<file path="src/design/bbsr_pkg.sv">
package bbsr_pkg;

  // ------------------------------------------------------------
  // widths
  // ------------------------------------------------------------
  localparam int ADDR_W = 32;
  localparam int DATA_W = 32;
  localparam int BE_W = 4;
  localparam int STRAP_W = 3;

  // ------------------------------------------------------------
  // swap geometry
  // ------------------------------------------------------------
  // firmware hub always swaps on bit 16 (two 64-KB blocks)
  localparam int FWH_SWAP_BIT = 16;
  // smallest SPI boot block is 64 KB, i.e. bit 16
  localparam int SPI_BASE_BIT = 16;
  // largest legal boot block size code (1 MB)
  localparam logic [2:0] STRAP_MAX = 3'h4;
  // always-on boot decode range is the top 512 KB (bits 31:19 all ones)
  localparam int TOP_DECODE_BIT = 19;

  // ------------------------------------------------------------
  // reset values
  // ------------------------------------------------------------
  localparam logic SWAP_EN_RST = 1'b0;
  localparam logic [2:0] STRAP_RST = 3'h0;
  localparam int SYNC_STAGES = 2;

endpackage : bbsr_pkg

</file>
<file path="src/design/bbsr_remap.sv">
`timescale 1ns/10ps
// boot block swap address remapper, one register stage between the
// processor memory cycle and the boot flash port
module bbsr_remap (
  // clock and reset
  input wire logic mclk,
  input wire logic rst,
  // reset pins from the board, active low, asynchronous to mclk
  input wire logic rtc_well_reset_n,
  input wire logic platform_reset_n,
  // boot block size soft strap, static level
  input wire logic [2:0] boot_block_size,
  // software write of the swap enable bit
  input wire logic swap_en_wr,
  input wire logic swap_en_wdata,
  output logic swap_en,
  // incoming flash cycle
  input wire logic in_valid,
  output logic in_ready,
  input wire logic [31:0] in_addr,
  input wire logic in_write,
  input wire logic [3:0] in_be,
  input wire logic [31:0] in_wdata,
  input wire logic in_firmware_hub_flash,
  // outgoing flash cycle
  output logic out_valid,
  input wire logic out_ready,
  output logic [31:0] out_addr,
  output logic out_write,
  output logic [3:0] out_be,
  output logic [31:0] out_wdata,
  output logic out_firmware_hub_flash
);

  // ------------------------------------------------------------
  // swap mask
  // ------------------------------------------------------------
  // returns the xor mask to apply to one address; zero when no swap
  function automatic logic [31:0] swap_mask(
    input logic [31:0] addr,
    input logic en,
    input logic firmware_hub_flash,
    input logic [2:0] code
  );
    logic [31:0] hi;
    int bitpos;
    swap_mask = 32'h0000_0000;
    hi = 32'h0000_0000;
    bitpos = 0;
    if (en && (firmware_hub_flash || code <= bbsr_pkg::STRAP_MAX)) begin
      // fwh fixed on bit 16, spi bit chosen by strap
      if (firmware_hub_flash) begin
        bitpos = bbsr_pkg::FWH_SWAP_BIT;
      end else begin
        bitpos = bbsr_pkg::SPI_BASE_BIT + int'(code);
      end
      hi = 32'hFFFF_FFFF << (bitpos + 1);
      // only the two blocks at the very top of 4 GB are exchanged
      if ((addr & hi) == hi) begin
        swap_mask = 32'h0000_0001 << bitpos;
      end
    end
  endfunction : swap_mask

  // ------------------------------------------------------------
  // pin synchronisers
  // ------------------------------------------------------------
  logic rtc_rst_n_s;
  logic plt_rst_n_s;
  logic [2:0] strap_s;

  bbsr_sync #(
    .WIDTH(1),
    .RST_VAL(1'b1)
  ) u_sync_rtc (
    .mclk(mclk),
    .rst(rst),
    .d(rtc_well_reset_n),
    .q(rtc_rst_n_s)
  );

  bbsr_sync #(
    .WIDTH(1),
    .RST_VAL(1'b1)
  ) u_sync_plt (
    .mclk(mclk),
    .rst(rst),
    .d(platform_reset_n),
    .q(plt_rst_n_s)
  );

  bbsr_sync #(
    .WIDTH(3),
    .RST_VAL(bbsr_pkg::STRAP_RST)
  ) u_sync_strap (
    .mclk(mclk),
    .rst(rst),
    .d(boot_block_size),
    .q(strap_s)
  );

  // ------------------------------------------------------------
  // swap enable bit
  // ------------------------------------------------------------
  logic swap_en_reg;
  logic rtc_rst_act;
  logic plt_rst_act;

  assign rtc_rst_act = ~rtc_rst_n_s;
  assign plt_rst_act = ~plt_rst_n_s;

  // rtc-well reset dominates a software write in the same cycle; a
  // platform reset deliberately leaves the bit alone so a half-done
  // boot block update still boots from the good copy
  always_ff @(posedge mclk) begin
    if (rst || rtc_rst_act) begin
      swap_en_reg <= bbsr_pkg::SWAP_EN_RST;
    end else if (swap_en_wr) begin
      swap_en_reg <= swap_en_wdata;
    end
  end

  assign swap_en = swap_en_reg;

  // ------------------------------------------------------------
  // strap capture
  // ------------------------------------------------------------
  logic [2:0] strap_reg;

  // strap is re-read while the platform sits in reset, frozen otherwise,
  // so a glitch on the strap net never moves the decode mid-boot
  always_ff @(posedge mclk) begin
    if (rst) begin
      strap_reg <= bbsr_pkg::STRAP_RST;
    end else if (plt_rst_act) begin
      strap_reg <= strap_s;
    end
  end

  // ------------------------------------------------------------
  // cycle stage
  // ------------------------------------------------------------
  logic out_valid_reg;
  logic [31:0] out_addr_reg;
  logic out_write_reg;
  logic [3:0] out_be_reg;
  logic [31:0] out_wdata_reg;
  logic out_fwh_reg;
  logic fire;
  logic [31:0] mask_now;

  // stage can take a new cycle when empty or draining this edge
  assign in_ready = ~out_valid_reg | out_ready;
  assign fire = in_valid & in_ready;
  assign mask_now = swap_mask(in_addr, swap_en_reg, in_firmware_hub_flash,
                              strap_reg);

  // valid flag; platform reset drops any cycle in flight
  always_ff @(posedge mclk) begin
    if (rst || plt_rst_act) begin
      out_valid_reg <= 1'b0;
    end else if (in_ready) begin
      out_valid_reg <= in_valid;
    end
  end

  // payload: only the address is altered, reads and writes alike
  always_ff @(posedge mclk) begin
    if (rst) begin
      out_addr_reg <= 32'h0000_0000;
      out_write_reg <= 1'b0;
      out_be_reg <= 4'h0;
      out_wdata_reg <= 32'h0000_0000;
      out_fwh_reg <= 1'b0;
    end else if (fire) begin
      out_addr_reg <= in_addr ^ mask_now;
      out_write_reg <= in_write;
      out_be_reg <= in_be;
      out_wdata_reg <= in_wdata;
      out_fwh_reg <= in_firmware_hub_flash;
    end
  end

  assign out_valid = out_valid_reg;
  assign out_addr = out_addr_reg;
  assign out_write = out_write_reg;
  assign out_be = out_be_reg;
  assign out_wdata = out_wdata_reg;
  assign out_firmware_hub_flash = out_fwh_reg;

  logic spi_on;
  assign spi_on = fire & swap_en_reg & ~in_firmware_hub_flash;
endmodule : bbsr_remap

</file>
<file path="src/design/bbsr_sync.sv">
`timescale 1ns/10ps
// two-flop synchroniser for levels arriving from pins
module bbsr_sync #(
  parameter int WIDTH = 1,
  parameter logic [WIDTH-1:0] RST_VAL = '0
) (
  // clock and reset
  input wire logic mclk,
  input wire logic rst,
  // asynchronous level in, synchronised level out
  input wire logic [WIDTH-1:0] d,
  output logic [WIDTH-1:0] q
);

  logic [WIDTH-1:0] meta_reg;

  // first flop feeds only the second one
  always_ff @(posedge mclk) begin
    if (rst) begin
      meta_reg <= RST_VAL;
      q <= RST_VAL;
    end else begin
      meta_reg <= d;
      q <= meta_reg;
    end
  end

endmodule : bbsr_sync

</file>
<file path="config.mk">
export PLATFORM = sky130hd
export DESIGN_NAME = bbsr_remap
export DESIGN_NICKNAME = d
export VERILOG_FILES = /design/src/design/bbsr_pkg.sv /design/src/design/bbsr_remap.sv /design/src/design/bbsr_sync.sv
export SDC_FILE = /design/constraint.sdc
export NUM_CORES = 1
export LEC_CHECK = 0
export BUFFER_PORTS_ARGS = -buffer_cell sky130_fd_sc_hd__buf_4
export CORE_ASPECT_RATIO = 1.75
export CORE_MARGIN = 2
export CORE_UTILIZATION = 40
export DETAILED_ROUTE_END_ITERATION = 10
export GPL_ROUTABILITY_DRIVEN = 0
export HOLD_SLACK_MARGIN = 0.12
export PLACE_DENSITY = 0.74
export SLEW_MARGIN = 10
export SYNTH_ARGS = -nofsm -noshare
export SYNTH_HDL_FRONTEND = slang
export SYNTH_SLANG_ARGS = --single-unit
</file>
<file path="constraint.sdc">
create_clock -name mclk -period 3.7 [get_ports mclk]
set_clock_uncertainty 0.15 [all_clocks]
set_input_delay 0.74 -clock mclk [delete_from_list [all_inputs] [get_ports mclk]]
set_output_delay 0.74 -clock mclk [all_outputs]
set_load 0.1 [all_outputs]
</file>
After elaboration in Yosys (flattened, before gate mapping):

Cells that the tools add are included.

* add/sub/neg operators: 2
* multipliers: 0
* divide/modulo/power cells: 0
* magnitude comparators: 1
* equal/unequal tests: 1
* shifts and indexed selects: 2
* multiplexer cells: 4
* bitwise logic cells: 7
* reduce and logical (&&, ||, !) cells: 4

Operator list (count)
* 2-to-1 mux 32 bit: 3
* adder 32 x 2 -> 32 bit, second input constant: 1
* bitwise AND 32 bit: 1
* equality test 32 bit: 1
* left shift 1 x 32 -> 32 bit, first input constant: 1
* left shift 32 x 32 -> 32 bit, first input constant: 1
* XOR 32 bit: 1
* adder 5 x 3 -> 6 bit, first input constant: 1
* 2-to-1 mux 6 bit: 1
* <= comparator 3 bit, second input constant: 1
* logical OR 1 bit: 3
* inverter 1 bit: 3
* bitwise AND 1 bit: 1
* logical AND 1 bit: 1
* bitwise OR 1 bit: 1

* register bits: 85
* latch bits: 0
* bits in writable memories: 0
* memory bits (read-only): 0
* bits of input ports: 81
* output and inout port bits: 73
* logic and storage cells: 35
* memories: 0

Logic depth before layout (Yosys ltp):

Gate-level depths: netlist (run 1).

* word-level depth: 11
* mapped depth: 11
* mapped depth without buffers: 9

Modules after synthesis:

From an unflattened synthesis (run 1), not the netlist that was laid out.

* cells, all modules: 394
* area, all modules: 3189.3 um2

By module, submodules not included
* bbsr_remap: times used 1, cells each 374, area an instance 2926.6 um2, sequential area each 1501.4 um2
* bbsr_sync (u_sync_strap): times used 1, cells each 12, area an instance 157.7 um2, sequential area each 120.1 um2
* bbsr_sync (u_sync_plt ...): times used 2, cells each 4, area an instance 52.6 um2, sequential area each 40.0 um2

Least setup slack after synthesis (run 1):

Ideal clock, no wire load.

* path type: flip-flop to flip-flop
* start point: register out_valid_reg (netlist: out_valid)
* end point: register out_be_reg[0] (netlist: out_be[0])
* library setup time: 0.071 ns
* data arrival time: 2.940 ns
* required time: 3.479 ns
* setup slack: 0.539 ns
* cell stages (with the launch flop): 7
* buffers on the path: 2
* clock period less this slack: 3.161 ns
* cell sequence: dfxtp_1 -> nand2b_1 -> nand2_1 -> clkbuf_1 -> buf_1 -> nand2_1 -> a21oi_1

* word-level cells in the longest chain between the ends: 3

Ends and longest elaborated chain
* from (decl): line bbsr_remap.sv:143 `logic out_valid_reg;`
* from (signal assigned): line bbsr_remap.sv:163 `out_valid_reg <= in_valid;`
* inverter 1 bit: line bbsr_remap.sv:153 `assign in_ready = ~out_valid_reg | out_ready;`
* bitwise OR 1 bit: line bbsr_remap.sv:153
* named net in_ready: line bbsr_remap.sv:19 `output logic in_ready,`
* bitwise AND 1 bit: line bbsr_remap.sv:154 `assign fire = in_valid & in_ready;`
* to (signal assigned): line bbsr_remap.sv:178 `out_be_reg <= in_be;`
* to (decl): line bbsr_remap.sv:146 `logic [3:0] out_be_reg;`

The timed path passes the listed nets, and every way through them passes these cells.
A chain may end at the register's enable or synchronous reset.

Final worst setup path (run 1):

* start point: input port in_firmware_hub_flash
* end point: register out_addr_reg[17] (netlist: out_addr[17])

* word-level cells in the longest chain between the ends: 9
* elaborated cells on any way between the ends: 12
* classes of those cells: 1 x add/sub; 1 x eq/ne; 2 x shift; 4 x mux; 2 x bitwise; 2 x reduce/logical

Ends and longest elaborated chain
* from (decl): line bbsr_remap.sv:24 `input wire logic in_firmware_hub_flash,`
* 2-to-1 mux 6 bit: line bbsr_remap.sv:52 `if (firmware_hub_flash) begin`
* 2-to-1 mux 32 bit: line bbsr_remap.sv:50 `if (en && (firmware_hub_flash || code <= bbsr_pkg::STRAP_MAX)) begin`
* adder 32 x 2 -> 32 bit: line bbsr_remap.sv:57 `hi = 32'hFFFF_FFFF << (bitpos + 1);`
* left shift 32 x 32 -> 32 bit: line bbsr_remap.sv:57
* bitwise AND 32 bit: line bbsr_remap.sv:59 `if ((addr & hi) == hi) begin`
* equality test 32 bit: line bbsr_remap.sv:59
* 2-to-1 mux 32 bit: line bbsr_remap.sv:59
* 2-to-1 mux 32 bit (*): line bbsr_remap.sv:50
* XOR 32 bit (*): line bbsr_remap.sv:176 `out_addr_reg <= in_addr ^ mask_now;`
* to (signal assigned): line bbsr_remap.sv:176
* to (decl): line bbsr_remap.sv:144 `logic [31:0] out_addr_reg;`

Every way passes the cells marked *; elsewhere a longest branch is shown, timed or not. The select of a mux whose other input is x is not followed.

==> impl_metrics.py, run 1 <==
metrics = {
    "global_routing": {
        "grt_max_degree": 86,
        "grt_pass1_vias": 3063,
        "antenna_found_initial": 0,
        "grt_pass1_wl_um": 13600,
        "grt.overflow.total": 0,
        "grt_use_total_pct": 19.7,
    },
    "yosys": {
        "yosysUniqueCellTypes": 31,
        "syn_area_sq_um": 3200,
        "synth_fp_nets": 484,
        "ys_seq_area_share_pct": 53.1,
        "ys_warn_count": 0,
        "syn_avg_cell_area_sq_um": 8.09,
        "synth-seq-cells": 85,
        "synthCells": 396,
    },
    "cts": {
        "cts_made_buffers": 9,
        "postCtsSetupBuffers": 0,
        "clock_latency_ns": 0.33,
        "path_clk_slew_ns": 0.06,
        "cts_buffer_depth": 2,
        "ctsHoldBuffers": 0,
        "h-tree-depth": 3,
        "cts_resized": 0,
        "clock_sinks": 85,
        "clock_tree.root_cell": "clkbuf_16",
        "cts_tree": "done",
    },
    "timing": {
        "worst_pin_slew_ns": 0.896,
        "fin_crit_ns": 3.16,
        "setup_viol_count_final": 0,
        "tns_ns": 0,
        "slew_headroom_pct": 39.4,
        "rsz0062_at_grt": "false",
        "hold_ws_ns": 0.257,
        "finalCritPeriodShare_pct": 85.3,
        "slew_viol_final": 0,
        "clock.fmax_mhz": 317,
        "hold_violations": 0,
    },
    "drt": {
        "routedWlPerCell_um": 13.5,
        "first_iter_violations": 176,
        "ant_nets": 0,
        "routed-via-count": 3105,
        "via_per_inst": 4.92,
        "drt_first_pass_iters": 4,
        "routed_wl_um": 8510,
        "drc": 0,
    },
    "critical_path": {
        "path_class": "in -> reg",
        "slowest_stage": "or4_1",
        "end_kind": "flip-flop",
        "cp_top_family": "simple AND/OR/NAND/NOR gates",
        "crit_fanout": 15,
        "crit_chain": "buf_4 -> nand2b_1 -> inv_1 -> ha_1 -> ha_1 -> inv_1 -> a21oi_1 -> or4_1 -> or3_1 -> a311oi_1",
        "arrival_ns": 3.24,
        "cp-start-kind": "input port",
        "required_ns": 3.78,
        "path_buf_inv": 3,
        "slowest_delay_ns": 0.77,
    },
    "floorplanning": {
        "die_w_um": 71.6,
        "die-area_sq_um": 8770,
        "die_y_um": 122,
        "boundaryPins": 154,
        "core_area_sq_um": 7860,
        "initial_utilization_pct": 40.8,
        "rows": 43,
    },
    "finish": {
        "nFillCells": 731,
        "drive_gt1_share_pct": 32.9,
        "finalNonFillerCells": 631,
        "final_cell_mix": "buf_4 (156), nand2_1 (129), dfxtp_1 (85)",
        "fin_nets": 624,
        "n_antenna_cell": 0,
        "area_delta_synth_final_pct": 45.9,
        "mostFrequentLayoutCell": "buf_4",
    },
    "place": {
        "place_inst": 615,
        "port_buffers": 153,
        "hpwlAfterDp_um": 6140,
    },
    "power_and_ir_drop": {
        "peakVddDrop_mv": 0.369,
        "power_w": 0.00249,
        "p_per_area_nw_per_um2": 532,
        "leakage_nw": 2.15,
    },
    "worst_hold_path": {
        "hold_class": "reg -> reg",
    },
    "run": {
        "cap_viol_max_count": 0,
    },
    "run_status": {
        "status": "complete, no violations",
    },
}
[final cells by class]
| cell class | count | area, sq um | area share, % |
|---|---|---|---|
| inverter | 5 | 18.8 | 0.402 |
| sequential | 85 | 1700 | 36.4 |
| clock buffer | 12 | 246 | 5.28 |
| clock inverter | 4 | 47.5 | 1.02 |
| multi-input combinational | 279 | 1370 | 29.4 |
| timing repair buffer | 156 | 1170 | 25.1 |
| tap | 90 | 113 | 2.41 |
[cell usage after synthesis]
| cell | instances | area [sq um] |
|---|---|---|
| inv_1 | 5 | 18.8 |
| nand4_1 | 1 | 6.26 |
| or2_2 | 5 | 31.3 |
| clkbuf_1 | 21 | 78.8 |
| nor3b_1 | 2 | 15.0 |
| mux2i_1 | 4 | 40.0 |
| o21a_1 | 3 | 22.5 |
| clkbuf_8 | 1 | 13.8 |
| nand2_1 | 130 | 488 |
| nor2b_1 | 7 | 43.8 |
| nor3_1 | 3 | 15.0 |
| ha_1 | 7 | 87.6 |
| a21oi_1 | 67 | 335 |
| or3_1 | 3 | 18.8 |
| or4_1 | 1 | 7.51 |
| nor2_1 | 14 | 52.6 |
| nand3_1 | 8 | 40.0 |
| o211ai_1 | 1 | 7.51 |
| and4_1 | 1 | 8.76 |
| o31a_2 | 1 | 10.0 |
| nand2b_1 | 5 | 31.3 |
| a311oi_1 | 3 | 26.3 |
| buf_1 | 4 | 15.0 |
| nor4_1 | 4 | 25.0 |
| buf_2 | 1 | 5.00 |
| o21ai_0 | 4 | 20.0 |
| nor4b_1 | 1 | 8.76 |
| a21o_1 | 1 | 7.51 |
| and2_1 | 2 | 12.5 |
| o31a_1 | 1 | 8.76 |
| dfxtp_1 | 85 | 1700 |
[worst reg2reg max path, delay by kind of cell (launching register included)]
| family | cells | cell delay, ns |
|---|---|---|
| and+or+nand+nor | 3 | 1.34 |
| adders and majority gates | 2 | 0.55 |
| DFF | 1 | 0.34 |
| AOI/OAI and AO/OA | 2 | 0.31 |
| buffers and inverters | 2 | 0.17 |
[through the flow]
step	utilization, %	cell area, sq um	setup WS [ns]
3_5_place_dp	55.7	4380	0.242
2_1_floorplan	-	3200	0.539
4_1_cts	59.5	4670	0.586
3_3_place_gp	55.7	4380	0.372
6_report	59.5	4670	0.544
5_1_grt	59.5	4670	0.346
[cell families (layout without fill, tap and decap cells)]
family          after synthesis  count (layout)  synth area share, %
fa+ha+maj                     7               7                 2.73
flops                        85              85                 53.1
compound gates               81              81                 13.7
simple gates                187             187                 25.1
mux                           4               4                 1.25
buf+inv                      32             177                 4.10
[path summary, 6_finish.rpt]
| kind | slack, ns | depth (start not counted) | from | to |
|---|---|---|---|---|
| min | 0.26 | 1 | u_sync_rtc.meta_reg | u_sync_rtc.q |
| max | 0.54 | 10 | in_firmware_hub_flash | out_addr[17] |
| max reg2reg | 0.74 | 9 | strap_reg[0] | out_addr[17] |
| min reg2reg | 0.26 | 1 | u_sync_rtc.meta_reg | u_sync_rtc.q |
[layer usage]
layer | GRT usage (%) | share of wire [%] | routed length [um]
met1 | 19.8 | 36 | 3110
met2 | 36.7 | 54 | 4610
met3 | 4.93 | 6.7 | 569
met4 | 9.79 | 2.6 | 225
met5 | 0 | 0 | 0
[power by group]
part	leakage [nW]	internal, W	switching, W
sequential	0.701	0.000969	0.0000259
combinational	1.30	0.000154	0.000460
clock	0.143	0.000539	0.000338
total	2.15	0.00166	0.000824
(Power assumes the default switching activity.)
==> inputs of run 2 (changes only) <==
--- a/config.mk
+++ b/config.mk
@@ -6,7 +6,6 @@
 export NUM_CORES = 1
 export LEC_CHECK = 0
 export BUFFER_PORTS_ARGS = -buffer_cell sky130_fd_sc_hd__buf_4
-export CORE_ASPECT_RATIO = 1.75
 export CORE_MARGIN = 2
 export CORE_UTILIZATION = 40
 export DETAILED_ROUTE_END_ITERATION = 10
==> run 2 against run 1 <==
First-iteration DRC count fell by 35%; non-clock buffer count unchanged; global-route usage shrank 0.30 points; combinational power barely moved; sequential power about the same; final cell count is 1.9% higher; critical endpoint unchanged; highest routed layer unchanged.
==> impl_metrics.py, run 2 (same netlist as run 1, synthesis figures left out) <==
metrics = {
    "timing": {
        "hold_violations": 0,
        "tns_ns": 0,
        "clock.fmax_mhz": 323,
        "setup_viol_count_final": 0,
        "finalCritPeriodShare_pct": 83.6,
        "worst_pin_slew_ns": 0.995,
        "slew_headroom_pct": 33.4,
        "slew_viol_final": 0,
        "rsz0062_at_grt": "false",
        "finalWorstSetupSlack_ns": 0.608,
        "fin_crit_ns": 3.09,
    },
    "power_and_ir_drop": {
        "p_per_area_nw_per_um2": 495,
        "leakage_nw": 2.10,
        "power_w": 0.00228,
        "peakVddDrop_mv": 0.301,
    },
    "drt": {
        "ant_nets": 0,
        "drc": 0,
        "first_iter_violations": 114,
        "routedWlPerCell_um": 12.8,
        "routed_wl_um": 8260,
        "via_per_inst": 4.78,
        "routed-via-count": 3076,
        "drt_first_pass_iters": 4,
    },
    "critical_path": {
        "end_kind": "flip-flop",
        "cp-start-kind": "input port",
        "crit_fanout": 15,
        "arrival_ns": 3.20,
        "required_ns": 3.81,
        "path_class": "in -> reg",
    },
    "floorplanning": {
        "rows": 32,
        "die_w_um": 93.5,
        "die_y_um": 93.5,
        "die-area_sq_um": 8740,
        "initial_utilization_pct": 41.5,
        "boundaryPins": 154,
        "core_area_sq_um": 7730,
    },
    "global_routing": {
        "antenna_found_initial": 0,
        "grt.overflow.total": 0,
        "grt_max_degree": 86,
        "grt_pass1_vias": 3029,
        "grt_pass1_wl_um": 13500,
        "grt_use_total_pct": 19.4,
    },
    "cts": {
        "h-tree-depth": 3,
        "path_clk_slew_ns": 0.09,
        "cts_resized": 0,
        "cts_tree": "done",
        "cts_made_buffers": 9,
        "cts_buffer_depth": 2,
        "ctsHoldBuffers": 0,
        "clock_sinks": 85,
        "clock_tree.root_cell": "clkbuf_8",
        "postCtsSetupBuffers": 0,
        "clock_latency_ns": 0.36,
    },
    "place": {
        "dp_slack_ns": 0.249,
        "port_buffers": 153,
        "hpwlAfterDp_um": 5840,
        "dpl_cell_area_sq_um": 4390,
    },
    "finish": {
        "fin_nets": 624,
        "area_delta_synth_final_pct": 43.4,
        "mostFrequentLayoutCell": "buf_4",
        "n_antenna_cell": 0,
        "stdcell_area_sq_um": 4590,
        "final_cell_mix": "buf_4 (156), nand2_1 (129), dfxtp_1 (85)",
        "drive_gt1_share_pct": 33.3,
        "nFillCells": 691,
    },
    "run": {
        "cap_viol_max_count": 0,
    },
    "worst_hold_path": {
        "hold_class": "reg -> reg",
    },
    "run_status": {
        "status": "complete, no violations",
    },
}
run 2: cell count changes in the layout (fill, tap and decap cells not counted), sizes merged:
cell / change
inv: +4
clkinv: -1
clkbuf: -3
run 2: per-layer routing:
| layer | vias to the layer above | global-route usage, % | routed length (um) |
|---|---|---|---|
| met1 | 1367 | 21.1 | 3370 |
| met4 | 0 | 6.86 | 111 |
| met3 | 9 | 6.85 | 832 |
| met5 | - | 0 | 0 |
| met2 | 124 | 34.6 | 3940 |
| li1 | 1576 | - | - |
run 2: area by class of cell:
cell class / instances / area, sq um / share of cell area, %
Clock inverter: 7 / 77.6 / 1.69
Multi-Input combinational cell: 279 / 1370 / 29.9
Sequential cell: 85 / 1700 / 37.0
Inverter: 5 / 18.8 / 0.408
Tap cell: 102 / 128 / 2.78
Timing Repair Buffer: 156 / 1170 / 25.5
Clock buffer: 9 / 124 / 2.70
run 2: power by group:
part	internal, W	total [W]	switching (W)
registers	0.000967	0.000993	0.0000257
clock network	0.000320	0.000669	0.000348
logic	0.000154	0.000614	0.000460
run 2: per-stage QoR:
| stage | utilization [%] | cells | hold WS [ns] |
|---|---|---|---|
| after floorplan | - | 396 | 0.239 |
| after global placement | 56.8 | 627 | 0.245 |
| after detailed placement | 56.8 | 627 | 0.243 |
| after CTS | 59.5 | 643 | 0.279 |
| after global routing | 59.5 | 643 | 0.299 |
| final | 59.5 | 643 | 0.276 |
run 2: critical path, stage by stage:
cell and delay, ns:
buf_4 0.10, nand2b_1 0.16, inv_1 0.10, ha_1 0.24, ha_1 0.32, inv_1 0.06, a21oi_1 0.06, or4_1 0.76
or3_1 0.42, a311oi_1 0.25
run 2: final timing paths:
kind	endpoint	depth (start not counted)	slack, ns	start
worst max-delay path	out_addr[17]	10	0.61	in_firmware_hub_flash
worst min-delay path	u_sync_plt.q	1	0.28	u_sync_plt.meta_reg
worst max register to register	out_addr[17]	9	0.80	strap_reg[0]
worst min register to register	u_sync_plt.q	1	0.28	u_sync_plt.meta_reg
==> inputs of run 3 (changes only) <==
--- a/config.mk
+++ b/config.mk
@@ -11,7 +11,7 @@
 export DETAILED_ROUTE_END_ITERATION = 10
 export GPL_ROUTABILITY_DRIVEN = 0
 export HOLD_SLACK_MARGIN = 0.12
-export PLACE_DENSITY = 0.74
+export PLACE_DENSITY = 0.77
 export SLEW_MARGIN = 10
 export SYNTH_ARGS = -nofsm -noshare
 export SYNTH_HDL_FRONTEND = slang
==> constraint.sdc (replaced) <==
create_clock -name mclk -period 2.74 [get_ports mclk]
set_clock_uncertainty 0.15 [all_clocks]
set_input_delay 0.548 -clock mclk [delete_from_list [all_inputs] [get_ports mclk]]
set_output_delay 0.548 -clock mclk [all_outputs]
set_load 0.1 [all_outputs]
==> run 3 against run 2 <==
Cell area grew 3.1%; sequential cell count is the same; clock-buffer cell count is the same; critical path type unchanged; largest cell class unchanged.
==> impl_metrics.py, run 3 (same netlist as run 1, synthesis figures left out) <==
metrics = {
    "cts": {
        "ctsHoldBuffers": 0,
        "clock_sinks": 85,
        "cts_buffer_depth": 2,
        "cts_tree": "done",
        "cts_made_buffers": 9,
        "clock_latency_ns": 0.34,
        "path_clk_slew_ns": 0.08,
        "clock_tree.root_cell": "clkbuf_8",
        "h-tree-depth": 3,
    },
    "timing": {
        "rsz0062_at_grt": "false",
        "finalWorstSetupSlack_ns": 0.127,
        "hold_violations": 0,
        "fin_crit_ns": 2.61,
        "tns_ns": 0,
        "slew_headroom_pct": 42.4,
        "setup_viol_count_final": 0,
        "finalCritPeriodShare_pct": 95.4,
        "clock.fmax_mhz": 383,
        "slew_viol_final": 0,
        "worst_pin_slew_ns": 0.864,
    },
    "power_and_ir_drop": {
        "peakVddDrop_mv": 0.353,
        "p_per_area_nw_per_um2": 643,
        "leakage_nw": 2.18,
        "power_w": 0.00305,
    },
    "place": {
        "port_buffers": 153,
        "hpwlAfterDp_um": 6080,
        "dpl_cell_area_sq_um": 4530,
        "dp_slack_ns": -0.327,
    },
    "global_routing": {
        "grt.overflow.total": 0,
        "antenna_found_initial": 0,
        "grt_pass1_wl_um": 13300,
        "grt_max_degree": 86,
        "grt_pass1_vias": 3022,
        "grt_use_total_pct": 18.8,
    },
    "finish": {
        "nFillCells": 671,
        "area_delta_synth_final_pct": 47.9,
        "fin_nets": 637,
        "stdcell_area_sq_um": 4740,
        "mostFrequentLayoutCell": "buf_4",
        "drive_gt1_share_pct": 36.1,
        "post-route-util_pct": 61.3,
        "n_antenna_cell": 0,
        "final_cell_mix": "buf_4 (167), nand2_1 (129), dfxtp_1 (84)",
    },
    "worst_hold_path": {
        "holdPathStages": 2,
        "hold_class": "in -> reg",
    },
    "critical_path": {
        "path_buf_inv": 4,
        "crit_chain": "buf_4 -> nand2b_4 -> inv_2 -> ha_1 -> ha_1 -> inv_1 -> a21oi_1 -> or4_4 -> buf_4 -> o21a_1 -> nor4_1",
        "slowest_stage": "or4_4",
        "slowest_delay_ns": 0.59,
        "cp-start-kind": "input port",
        "cp_top_family": "simple AND/OR/NAND/NOR gates",
        "end_kind": "flip-flop",
        "required_ns": 2.82,
        "worst-path-stages": 11,
        "path_class": "in -> reg",
        "crit_fanout": 8,
        "arrival_ns": 2.69,
        "reg2reg_depth": 10,
    },
    "run_status": {
        "status": "complete, no violations",
    },
    "drt": {
        "via_per_inst": 4.89,
        "ant_nets": 0,
        "drc": 0,
        "routed_wl_um": 8340,
        "drt_first_pass_iters": 4,
        "first_iter_violations": 101,
        "routed-via-count": 3207,
        "routedWlPerCell_um": 12.7,
    },
    "floorplanning": {
        "core_area_sq_um": 7730,
        "die_w_um": 93.5,
        "die-area_sq_um": 8740,
        "initial_utilization_pct": 41.5,
        "die_y_um": 93.5,
        "rows": 32,
        "boundaryPins": 154,
    },
    "run": {
        "cap_viol_max_count": 0,
    },
}
## run 3: cell types whose count changed in the layout (fill, tap and decap cells not counted), moves of 2 or more
cell / previous run / this run
buf_12: 0 / 2
clkinv_4: 0 / 2
nand2b_4: 0 / 2
buf_4: 156 / 167
inv_1: 5 / 3
nand2b_1: 5 / 2
inv_6: 4 / 1
inv_2: 0 / 2
## run 3: per-stage QoR
step / hold slack (ns) / std cells
floorplan: 0.239 / 396
global placement: 0.241 / 640
detailed placement: 0.250 / 640
CTS: 0.225 / 656
global route: 0.224 / 656
finish: 0.245 / 656
## run 3: layout make-up
cell class / instances / area [sq um] / share of cell area [%]
clock buffer: 9 / 124 / 2.62
sequential: 85 / 1700 / 36.0
clock inverter: 7 / 73.8 / 1.56
inverter: 5 / 18.8 / 0.396
tap: 102 / 128 / 2.69
timing repair buffer: 169 / 1290 / 27.3
multi-input combinational: 279 / 1400 / 29.5
## run 3: where the power goes
group	leakage, nW	total, W	internal (W)	switching [W]
logic	1.38	0.000842	0.000217	0.000625
clock network	0.0996	0.000861	0.000424	0.000437
registers	0.701	0.00134	0.00131	0.0000361
total	2.18	0.00305	0.00195	0.00110
## run 3: what timing repair did
action	in CTS	in global routing
buffers inserted	0	0
endpoints found under the setup margin	0	5
resized for setup	0	1
## run 3: path summary, 6_finish.rpt
kind	start	end	slack [ns]
max reg2reg	strap_reg[0]	out_addr[18]	0.14
min	rtc_well_reset_n	u_sync_rtc.meta_reg	0.24
min reg2reg	u_sync_rtc.meta_reg	u_sync_rtc.q	0.26
max	in_firmware_hub_flash	out_addr[18]	0.13
## run 3: metal layers
metal / global-route usage [%] / vias to the layer above / routed length [um]
li1: - / 1604 / -
met5: 0 / - / 0
met4: 6.13 / 0 / 59
met3: 6.45 / 6 / 766
met2: 32.1 / 132 / 3960
met1: 22.1 / 1465 / 3550
